**config.mk**
```make
export PLATFORM = sky130hd
export DESIGN_NAME = acs_seq_select
export DESIGN_NICKNAME = d
export VERILOG_FILES = /design/src/rtl/acs_seq_select.v
export VERILOG_INCLUDE_DIRS = /design/src /design/src/rtl
export SDC_FILE = /design/constraint.sdc
export NUM_CORES = 1
export LEC_CHECK = 0
export BUFFER_PORTS_ARGS = -buffer_cell sky130_fd_sc_hd__buf_2
export CAP_MARGIN = 20
export CORE_ASPECT_RATIO = 1.1
export CORE_MARGIN = 1
export CORE_UTILIZATION = 50
export CTS_BUF_LIST = sky130_fd_sc_hd__clkbuf_8
export CTS_CLUSTER_DIAMETER = 50
export CTS_CLUSTER_SIZE = 16
export DETAILED_ROUTE_END_ITERATION = 10
export PLACE_DENSITY = 0.88
export REMOVE_ABC_BUFFERS = 1
export SLEW_MARGIN = 40
export SYNTH_ARGS = -nofsm -noshare
export SYNTH_HDL_FRONTEND = slang
export SYNTH_SLANG_ARGS = --single-unit
```
**constraint.sdc**
```tcl
create_clock -name mclk -period 3.07 [get_ports mclk]
set_input_delay 0 -clock mclk [delete_from_list [all_inputs] [get_ports mclk]]
set_output_delay 0 -clock mclk [all_outputs]
set_load 0.005 [all_outputs]
```
**src/rtl/acs_defs.vh**
```
`ifndef ACS_DEFS_VH
`define ACS_DEFS_VH

// Register offsets
`define ACS_ADDR_W          8
`define ACS_OFF_SELECT      8'h00
`define ACS_OFF_STEP        8'h04

// Field positions in the channel select register
`define ACS_F0_LSB          5'h00
`define ACS_F1_LSB          5'h04
`define ACS_F2_LSB          5'h08
`define ACS_F3_LSB          5'h0C
`define ACS_F4_LSB          5'h10
`define ACS_F5_LSB          5'h14
`define ACS_CH_W            3

// Reset values
`define ACS_SELECT_RST      32'h0000_0000
`define ACS_STEP_RST        3'h0

// Writable bits of the lower part: fields only, reserved bits stay zero
`define ACS_SELECT_MASK     32'h0077_7777

`endif

```
**src/rtl/acs_seq_select.v**
```verilog
// Summary of operation
// - Fifth step converts channel in bits 18:16
// - Fourth step converts channel in bits 14:12
// - Third step converts channel in bits 10:8
// - Second step converts channel in bits 6:4
// - First step converts channel in bits 2:0
// - Bits between fields read zero, not writable
// - Field value is the input channel number
//
// The register addresses and the strobed register port were left to the implementer.
`timescale 1ns/1ps
`include "acs_defs.vh"

module acs_seq_select (
    // System clock, rising edge
    input  wire        mclk,
    // Asynchronous reset, active low
    input  wire        resetn,
    // Byte address, held beside either strobe
    input  wire [7:0]  addr,
    // Write data, held beside the write strobe
    input  wire [31:0] wdata,
    // Write strobe, one cycle, never beside the read strobe
    input  wire        wr,
    // Read strobe, one cycle
    input  wire        rd,
    // Read data, valid only in the cycle after the read strobe, else zero
    output reg  [31:0] rdata,
    // Channel number handed to the input multiplexer
    output reg  [2:0]  active_channel,
    // Stored channel of the first step
    output reg  [2:0]  first_step_channel,
    // Stored channel of the second step
    output reg  [2:0]  second_step_channel,
    // Stored channel of the third step
    output reg  [2:0]  third_step_channel,
    // Stored channel of the fourth step
    output reg  [2:0]  fourth_step_channel,
    // Stored channel of the fifth step
    output reg  [2:0]  fifth_step_channel,
    // Stored channel of the sixth step
    output reg  [2:0]  sixth_step_channel
);

    // Decode and field helpers

    // Select register decode; shared by the write and the read path
    function acs_is_select;
        input [7:0] a;
        begin
            acs_is_select = (a == `ACS_OFF_SELECT);
        end
    endfunction

    // Step register decode; shared by the write and the read path
    function acs_is_step;
        input [7:0] a;
        begin
            acs_is_step = (a == `ACS_OFF_STEP);
        end
    endfunction

    // Cut one 3-bit channel field out of a register word
    function [2:0] acs_field;
        input [31:0] word;
        input [4:0]  lsb;
        reg   [31:0] shifted;
        begin
            shifted   = word >> lsb;
            acs_field = shifted[2:0];
        end
    endfunction

    // Internal state and next values

    // Step the sequencer is on; software writes it, 0 is the first step
    reg  [2:0]  seq_step;
    // Value the step register takes at the next edge
    reg  [2:0]  next_seq_step;
    // Values the six fields take at the next edge
    reg  [2:0]  next_first_step_channel;
    reg  [2:0]  next_second_step_channel;
    reg  [2:0]  next_third_step_channel;
    reg  [2:0]  next_fourth_step_channel;
    reg  [2:0]  next_fifth_step_channel;
    reg  [2:0]  next_sixth_step_channel;
    // Channel chosen for the current step
    reg  [2:0]  next_active_channel;
    // Read data for the cycle after a read strobe
    reg  [31:0] next_rdata;
    // Write strobe aimed at the select register
    wire        select_wr;
    // Write strobe aimed at the step register
    wire        step_wr;
    // Read strobe aimed at the select register
    wire        select_rd;
    // Read strobe aimed at the step register
    wire        step_rd;
    // Readback image of the select register
    wire [31:0] select_image;

    // Strobe decodes; an unmapped address hits neither, so it is ignored
    assign select_wr = wr & acs_is_select(addr);
    assign step_wr   = wr & acs_is_step(addr);
    assign select_rd = rd & acs_is_select(addr);
    assign step_rd   = rd & acs_is_step(addr);

    // Reserved bits are constant zero in the image and never stored, so no
    // write can set them and they need no reset value of their own
    assign select_image = {9'h000, sixth_step_channel,
                           1'b0, fifth_step_channel,
                           1'b0, fourth_step_channel,
                           1'b0, third_step_channel,
                           1'b0, second_step_channel,
                           1'b0, first_step_channel};

    // All six fields load from one write; software that wants to change one
    // field reads the word first and writes it back with only that field new
    always @* begin
        next_first_step_channel  = first_step_channel;
        next_second_step_channel = second_step_channel;
        next_third_step_channel  = third_step_channel;
        next_fourth_step_channel = fourth_step_channel;
        next_fifth_step_channel  = fifth_step_channel;
        next_sixth_step_channel  = sixth_step_channel;
        if (select_wr) begin
            // A select write replaces every field at once
            next_first_step_channel  = acs_field(wdata, `ACS_F0_LSB);
            next_second_step_channel = acs_field(wdata, `ACS_F1_LSB);
            next_third_step_channel  = acs_field(wdata, `ACS_F2_LSB);
            next_fourth_step_channel = acs_field(wdata, `ACS_F3_LSB);
            next_fifth_step_channel  = acs_field(wdata, `ACS_F4_LSB);
            next_sixth_step_channel  = acs_field(wdata, `ACS_F5_LSB);
        end
    end

    // Field registers; bits 31:23 are reserved, read zero and are ignored here
    always @(posedge mclk or negedge resetn) begin
        if (!resetn) begin
            // Reset clears every field back to channel 0
            first_step_channel  <= 3'h0;
            second_step_channel <= 3'h0;
            third_step_channel  <= 3'h0;
            fourth_step_channel <= 3'h0;
            fifth_step_channel  <= 3'h0;
            sixth_step_channel  <= 3'h0;
        end else begin
            // Otherwise take the values worked out above
            first_step_channel  <= next_first_step_channel;
            second_step_channel <= next_second_step_channel;
            third_step_channel  <= next_third_step_channel;
            fourth_step_channel <= next_fourth_step_channel;
            fifth_step_channel  <= next_fifth_step_channel;
            sixth_step_channel  <= next_sixth_step_channel;
        end
    end

    // Step register: holds its value until software writes a new one
    always @* begin
        next_seq_step = seq_step;
        if (step_wr) begin
            // Only the low three bits are kept
            next_seq_step = wdata[2:0];
        end
    end

    // Step register flop
    always @(posedge mclk or negedge resetn) begin
        if (!resetn) begin
            // Sequencer starts at the first step
            seq_step <= `ACS_STEP_RST;
        end else begin
            seq_step <= next_seq_step;
        end
    end

    // Pick the field for the current step; steps 6 and 7 fall to channel 0
    // rather than repeat a field, so a stray step value is easy to spot
    always @* begin
        case (seq_step)
            3'h0:    next_active_channel = first_step_channel;
            3'h1:    next_active_channel = second_step_channel;
            3'h2:    next_active_channel = third_step_channel;
            3'h3:    next_active_channel = fourth_step_channel;
            3'h4:    next_active_channel = fifth_step_channel;
            3'h5:    next_active_channel = sixth_step_channel;
            default: next_active_channel = 3'h0;
        endcase
    end

    // Field value goes to the mux as the channel number, no remap; the
    // register stage keeps the mux select free of decode glitches
    always @(posedge mclk or negedge resetn) begin
        if (!resetn) begin
            // Channel 0 while in reset
            active_channel <= 3'h0;
        end else begin
            active_channel <= next_active_channel;
        end
    end

    // Read data: the select image or the step, zero for any other place
    always @* begin
        next_rdata = 32'h0000_0000;
        if (select_rd) begin
            // Mask keeps the reserved bits at zero whatever the image holds
            next_rdata = select_image & `ACS_SELECT_MASK;
        end else if (step_rd) begin
            // Step register reads back in its low three bits
            next_rdata = {29'h0000_0000, seq_step};
        end
    end

    // Read data register; it falls back to zero one cycle after the read
    always @(posedge mclk or negedge resetn) begin
        if (!resetn) begin
            rdata <= `ACS_SELECT_RST;
        end else begin
            rdata <= next_rdata;
        end
    end

endmodule // acs_seq_select

```
# ---- Word-level counts from Yosys, hierarchy flattened
# Index checks and enable logic that the tools add are counted.
dict set report totals {
  input_bits 44
  ff_bits 56
  out_inout_bits 53
}
dict set report op_classes {
  eq_ne 6
  reduce_logical 2
  n_mux 3
  n_bitwise 4
}
# cell count
set ops {}
lappend ops {{$mux W23} 1}
lappend ops {{$pmux W3 S6} 1}
lappend ops {{$eq A8 B3 Y1 const B} 1}
lappend ops {{$logic_not A8 Y1} 1}
lappend ops {{$eq A3 B2 Y1 const B} 2}
lappend ops {{$eq A3 B3 Y1 const B} 2}
lappend ops {{$and A1 B1 Y1} 4}
lappend ops {{$eq A3 B1 Y1 const B} 1}
lappend ops {{$logic_not A3 Y1} 1}
lappend ops {{$mux W3} 1}

# ---- Depth between registers and ports, before layout
# Gate-level depths: netlist of the first run.
dict set report depth {
  ltp_word 4
  ltp_mapped 4
}

# ---- Worst setup path before layout of the first run
# Ideal clock, no wire load.
dict set report synth_path {
  path_type {register to register}
  startpoint {register seq_step[0]}
  endpoint {register active_channel[1]}
  path_slack_ns 1.769
  arrival_time_ns 1.176
  n_path_buf 1
  setup_ns 0.125
  stages_incl_launch_ff 5
  synth_period_minus_slack_ns 1.301
  cell_sequence {dfrtp_1 > buf_1 > mux2i_1 > nor2_1 > mux2_2}
}
dict set report synth_via {
  elab_chain_cells 2
  word_cells_on_any_way 7
}
# item line_no
set synth_rtl {}
lappend synth_rtl {{start: declaration} acs_seq_select.v:77} ;# reg [2:0] seq_step;
lappend synth_rtl {{start signal: assignment} acs_seq_select.v:171} ;# seq_step <= `ACS_STEP_RST;
lappend synth_rtl {{start signal: assignment} acs_seq_select.v:173} ;# seq_step <= next_seq_step;
lappend synth_rtl {{$eq A3 B3 Y1, or another cell as far along} acs_seq_select.v:180} ;# case (seq_step)
lappend synth_rtl {{$pmux W3 S6 *} acs_seq_select.v:180}
lappend synth_rtl {{named net next_active_channel[1]} acs_seq_select.v:88} ;# reg [2:0] next_active_channel;
lappend synth_rtl {{end signal: assignment} acs_seq_select.v:198} ;# active_channel <= next_active_channel;
lappend synth_rtl {{end: declaration} acs_seq_select.v:30} ;# output reg [2:0] active_channel,
# Mark *: on every way through the listed nets, which the timed path passes. The rest lies on a longest branch.
# A chain may end at the register's enable or synchronous reset.

# ---- Final worst setup path of the first run
# Ends and elaborated chain as after synthesis.

==> run_results.csv, run 1 <==
group,metric,value,unit
sta,max_freq,0.639,GHz
clock_network,clock-root-buffer,"clkbuf_8",
grt,grt_antenna_before_repair,0,
detailed_routing,num_vias,1266,
floorplanning,die-area,0.00393,sq mm
final_layout,num-fill-cells,250,
hold_path,hold_end,"rdata[2]$_DFF_PN0_",
power_and_ir_drop,p_seq_frac,0.531,
synthesis,synth_largest_area_cell,"dfrtp_1",
synthesis,yosysSeqAreaShare,0.571,
final_layout,nNetsFinal,261,
sta,final_hold_viol_count,0,
place,dp_hpwl,2310,microns
synthesis,synth_edf_count,0,
detailed_routing,wirelength,3620,microns
setup_path,crit_slowest_cell,"dfrtp_1",
place,pre_cts_ws,1490,ps
synthesis,synth_top_area_share,0.571,
power_and_ir_drop,switching_power,0.237,mW
floorplanning,core-area,0.00341,sq mm
synthesis,synthFlopType,"dfrtp_1",
grt,gr-total-overflow,0,
synthesis,ys_ff_latch,42,
sta,fin_setup_tns,0,ps
power_and_ir_drop,power_frac_comb,0.093,
power_and_ir_drop,power_leakage,1.42,nW
detailed_routing,drt_pre_antenna_iters,4,
synthesis,yosys_warnings,0,
clock_network,tritoncts,"done",
synthesis,synthTopCellsByCount,"42 x dfrtp_1, 15 x and2_1, 14 x buf_4",
synthesis,yosysMostFrequentCell,"dfrtp_1",
clock_network,clk_path_buf_depth,2,
sta,setup_viol,0,
sta,fin_crit_sh,0.510,
sta,post-route-min-period,1560,ps
sta,finalClockSkew,3.73,ps
synthesis,syn_inst,130,
detailed_routing,drc,0,
clock_network,clock_sinks,42,
setup_path,worstReg2RegStart,"seq_step[0]$_DFFE_PN0P_",
clock_network,ctsHtreeMaxLevel,2,
grt,grt_pass1_vias,1220,
clock_network,cts_resized,0,
floorplanning,die_w,59.8,microns
grt,grt_max_degree,43,
clock_network,worstSkewPairLatency,290,ps
setup_path,crit_chain,"mux4_2 -> mux2_2",
synthesis,synth_area_leaders,"dfrtp_1 57%, mux2_4 8.2%, mux2_2 7.3%",
synthesis,synth.distinct_cells,28,
detailed_routing,ant_nets,0,
sta,slew_viol_final,0,
setup_path,r2r_slack,1510,ps
floorplanning,fp.dieH,65.6,microns
hold_path,min_path_cells,3,
setup_path,crit_required,3250,ps
hold_path,hold_path_startpoint,"rd",
power_and_ir_drop,power_frac_clock,0.375,
clock_network,post_cts_buffers,0,
floorplanning,pin_count,97,
sta,rsz0062_at_grt,"false",
synthesis,async_reset_ff_frac,1.00,
final_layout,drive_above_1_share,0.459,
setup_path,critical-path-max-stage-delay,640,ps
run,maxCapViolCount,0,
setup_path,cp_num_buf_inv,0,
detailed_routing,wl_per_cell,13.6,microns
synthesis,avgSynthCellArea,14.1,sq um
detailed_routing,drtIter0Drc,42,
power_and_ir_drop,peakVddDrop,341,uV
place,gp_congestion,0.760,
floorplanning,initial_utilization,0.539,
power_and_ir_drop,swShare,0.215,
setup_path,worstPathMaxFanout,12,
floorplanning,fp-row-count,22,
power_and_ir_drop,powerDensity,450,mW/mm^2
clock_network,cts_made_buffers,5,
grt,grt_pass1_wl,5710,microns
outcome,status,"completed",
setup_path,end_kind,"register",
setup_path,crit_family,"multiplexers",
sta,timing.final.ws_setup,1510,ps
final_layout,area_delta_synth_final,33.3,%
setup_path,ff2ff_path_depth,2,
setup_path,crit_type,"reg2reg",
power_and_ir_drop,internal_power,0.866,mW
setup_path,worstReg2RegEnd,"active_channel[1]$_DFF_PN0_",
place,port_buffers,68,
setup_path,startpoint_type,"register",
final_layout,diodes,0,
hold_path,hold_path.class,"in2reg",
grt,grt.total_usage,0.206,
detailed_routing,viasPerCell,4.76,
setup_path,cp.arrival,1750,ps
clock_network,ctsHoldBuffers,19,
synthesis,netlist_area,0.00184,sq mm
clock_network,clk_pin_slew_worst_paths,80,ps
logic make-up (layout without fill, tap and decap cells):
group	after synthesis	after routing	share of synthesized area
other	1	14	0.00204
AO/OA/AOI/OAI	6	6	0.0231
buffers and inverters	20	95	0.0735
flip-flops	42	42	0.571
multiplexers	29	29	0.200
AND/OR/NAND/NOR	32	32	0.130
layout by cell type (no fill, tap or decap), types with 2 or more instances in the layout:
cell type      count
dlygate4sd3_1     19
o221ai_1           2
a21oi_1            2
clkbuf_8           5
conb_1            14
buf_2             67
dfrtp_1           42
and3b_1            2
mux2_4            10
nor2_1             4
inv_1              2
and2_1            15
mux2_2            12
mux2i_1            6
layout make-up:
class | count | area (sq um) | area share
Clock inverter | 3 | 37.5 | 0.0153
Timing Repair Buffer | 87 | 533 | 0.217
Sequential cell | 42 | 1050 | 0.429
Tap cell | 48 | 60.1 | 0.0245
Multi-Input combinational cell | 81 | 702 | 0.286
Clock buffer | 5 | 68.8 | 0.0281
power groups by stage:
stage / clock [mW] / sequential (mW) / combinational, mW
after floorplan: 0 / 0.594 / 0.0330
after global placement: 0 / 0.597 / 0.0813
final: 0.414 / 0.586 / 0.103
after CTS: 0.416 / 0.586 / 0.102
after global routing: 0.450 / 0.589 / 0.114
after detailed placement: 0 / 0.597 / 0.0835
how the worst max path moves through the flow:
stage | end | depth (start not counted) | startpoint
after global placement | active_channel[1]$_DFF_PN0_ | 2 | seq_step[0]$_DFFE_PN0P_
after detailed placement | active_channel[1]$_DFF_PN0_ | 2 | seq_step[0]$_DFFE_PN0P_
after floorplan | active_channel[1]$_DFF_PN0_ | 2 | seq_step[0]$_DFFE_PN0P_
final | active_channel[1]$_DFF_PN0_ | 2 | seq_step[0]$_DFFE_PN0P_
after global routing | active_channel[1]$_DFF_PN0_ | 2 | seq_step[0]$_DFFE_PN0P_
after CTS | active_channel[1]$_DFF_PN0_ | 2 | seq_step[0]$_DFFE_PN0P_
per-stage QoR:
step	util	instance area, sq um	hold WS [ps]	power [mW]	std cells
floorplan	-	1750	-296	0.627	123
global placement	0.631	2150	167	0.678	239
detailed placement	0.632	2160	0.443	0.681	239
CTS	0.718	2450	9.77	1.10	266
global route	0.718	2450	36.5	1.15	266
finish	0.718	2450	11.0	1.10	266
worst reg2reg max path: cells and delay by family, from the launching register on:
family	cells	cell delay, ps
mux	2	810
flops	1	640
sequential cells by signal (all words and copies together) (netlist names):
name / count
second_step_channel: 3
seq_step: 3
fifth_step_channel: 3
active_channel: 3
rdata: 18
sixth_step_channel: 3
fourth_step_channel: 3
first_step_channel: 3
third_step_channel: 3
layer usage:
metal / global-route usage / wire length [microns] / up-vias
li1: - / - / 594
met1: 0.241 / 1450 / 607
met2: 0.342 / 1890 / 55
met3: 0.0394 / 195 / 10
met4: 0.128 / 92 / 0
met5: 0 / 0 / -
Note: power is estimated with default switching activity, not from simulation.
==> run 2: changes to the inputs <==
- CORE_UTILIZATION: 50 -> 42
- PLACE_DENSITY: 0.88 -> 0.78
- clock period: 3.07 -> 1.4 ns (I/O delays scaled with it)
==> run_results.csv, run 2 (synthesis results as in run 1) <==
group,metric,value,unit
final_layout,area_delta_synth_final,35.8,%
sta,fin_crit_sh,0.914,
sta,finalClockSkew,4.04,ps
final_layout,fin_cells,275,
clock_network,worstSkewPairLatency,290,ps
clock_network,clock-root-buffer,"clkbuf_8",
detailed_routing,met2WireLength,1880,microns
detailed_routing,drt_pre_antenna_iters,4,
detailed_routing,wl_per_cell,13.5,microns
sta,timing.final.ws_setup,121,ps
grt,grt_pass1_vias,1267,
sta,rsz0062_at_grt,"false",
setup_path,end_kind,"register",
grt,gr-total-overflow,0,
detailed_routing,top_layer_used,"met4",
final_layout,diodes,0,
sta,max_freq,0.782,GHz
floorplanning,fp.dieH,71.4,microns
clock_network,cts_resized,0,
detailed_routing,m1WireLength,1530,microns
place,pre_cts_ws,93.2,ps
grt,grt_antenna_before_repair,0,
setup_path,worstReg2RegStart,"fourth_step_channel[1]$_DFFE_PN0P_",
power_and_ir_drop,peakVddDrop,597,uV
clock_network,tritoncts,"done",
power_and_ir_drop,total_power,2.27,mW
setup_path,r2r_slack,120,ps
setup_path,ff2ff_path_depth,2,
floorplanning,core-area,0.00408,sq mm
sta,final_hold_viol_count,0,
detailed_routing,num_vias,1275,
outcome,status,"completed",
floorplanning,die-area,0.00465,sq mm
place,port_buffers,68,
final_layout,regMostFlops,"rdata",
setup_path,crit_type,"reg2reg",
detailed_routing,ant_nets,0,
sta,setup_viol,0,
sta,post-route-min-period,1280,ps
setup_path,cp-startpoint,"fourth_step_channel[1]$_DFFE_PN0P_",
final_layout,largest_reg_flops,18,
hold_path,hold_path.class,"in2reg",
final_layout,final_common_cell,"buf_2",
grt,grt.total_usage,0.179,
setup_path,worstPathMaxFanout,4,
final_layout,drive_above_1_share,0.475,
clock_network,ctsHtreeMaxLevel,2,
detailed_routing,wirelength,3720,microns
detailed_routing,viasPerCell,4.64,
setup_path,crit_required,1580,ps
place,dpl.cell_count,248,
setup_path,startpoint_type,"register",
clock_network,cts_made_buffers,5,
detailed_routing,wl_met3,273,microns
hold_path,hold_end,"rdata[1]$_DFF_PN0_",
detailed_routing,drc,0,
detailed_routing,drtIter0Drc,29,
floorplanning,fp-row-count,24,
run,maxCapViolCount,0,
sta,slew_viol_final,0,
final_layout,nNetsFinal,266,
place,dp_hpwl,2630,microns
clock_network,clk_path_buf_depth,2,
final_layout,stdcell_area,0.00250,sq mm
setup_path,worstReg2RegEnd,"active_channel[1]$_DFF_PN0_",
power_and_ir_drop,power_leakage,1.44,nW
place,postPlaceCellArea,0.00222,sq mm
clock_network,clk_pin_slew_worst_paths,80,ps
setup_path,cp.arrival,1460,ps
floorplanning,pin_count,97,
hold_path,hold_path_startpoint,"rd",
floorplanning,initial_utilization,0.450,
place,gp_congestion,0.695,
power_and_ir_drop,powerDensity,908,mW/mm^2
floorplanning,die_w,65.1,microns
final_layout,final_cell_mix,"68 x buf_2, 42 x dfrtp_1, 19 x dlygate4sd3_1, 15 x and2_1, 14 x conb_1",
clock_network,clock_sinks,42,
grt,grt_max_degree,25,
grt,grt_pass1_wl,6090,microns
hold_path,min_path_cells,3,
==> run 2: cell type report <==
cell class	instances	area, sq um
flip-flops and latches	42	1050
clock buffers	5	68.8
fillers	340	1590
repair buffers	92	593
multi-input cells	81	702
clock inverters	3	17.5
well taps	52	65.1
==> run 2: worst max path at each step <==
stage | cells after the start | endpoint | slack (ps)
after CTS | 2 | active_channel[1]$_DFF_PN0_ | 110
after floorplan | 2 | active_channel[1]$_DFF_PN0_ | -30
after global placement | 4 | seq_step[1]$_DFFE_PN0P_ | 120
final | 2 | active_channel[1]$_DFF_PN0_ | 120
after detailed placement | 4 | seq_step[2]$_DFFE_PN0P_ | 90
after global routing | 4 | active_channel[2]$_DFF_PN0_ | 30
==> run 2: worst max-delay path, cell delays in order, from the launching register on <==
cell and delay [ps]:
dfrtp_1 420, mux4_2 480, mux2_2 270
==> run 2: repair_timing <==
action	4_1_cts	5_1_grt
buffers inserted	0	0
hold endpoints to repair	56	0
hold buffers	19	0
==> run 2: where the power goes <==
group | leakage (nW) | internal, mW | switching, mW
Combinational | 0.808 | 0.143 | 0.0973
Clock | 0.0493 | 0.344 | 0.405
Sequential | 0.583 | 1.25 | 0.0334
==> run 2: layer usage <==
layer / track usage / vias to the layer above
met5: 0 / -
met4: 0.0507 / 0
met3: 0.0669 / 6
met2: 0.297 / 51
met1: 0.218 / 613
li1: - / 605
==> run 2: per-stage QoR <==
| step | util | hold slack [ps] | TNS [ps] |
|---|---|---|---|
| after floorplan | - | -296 | -29.5 |
| after global placement | 0.544 | -35.7 | 0 |
| after detailed placement | 0.544 | -31.3 | 0 |
| after CTS | 0.612 | 6.48 | 0 |
| after global routing | 0.612 | 31.8 | 0 |
| final | 0.612 | 9.91 | 0 |
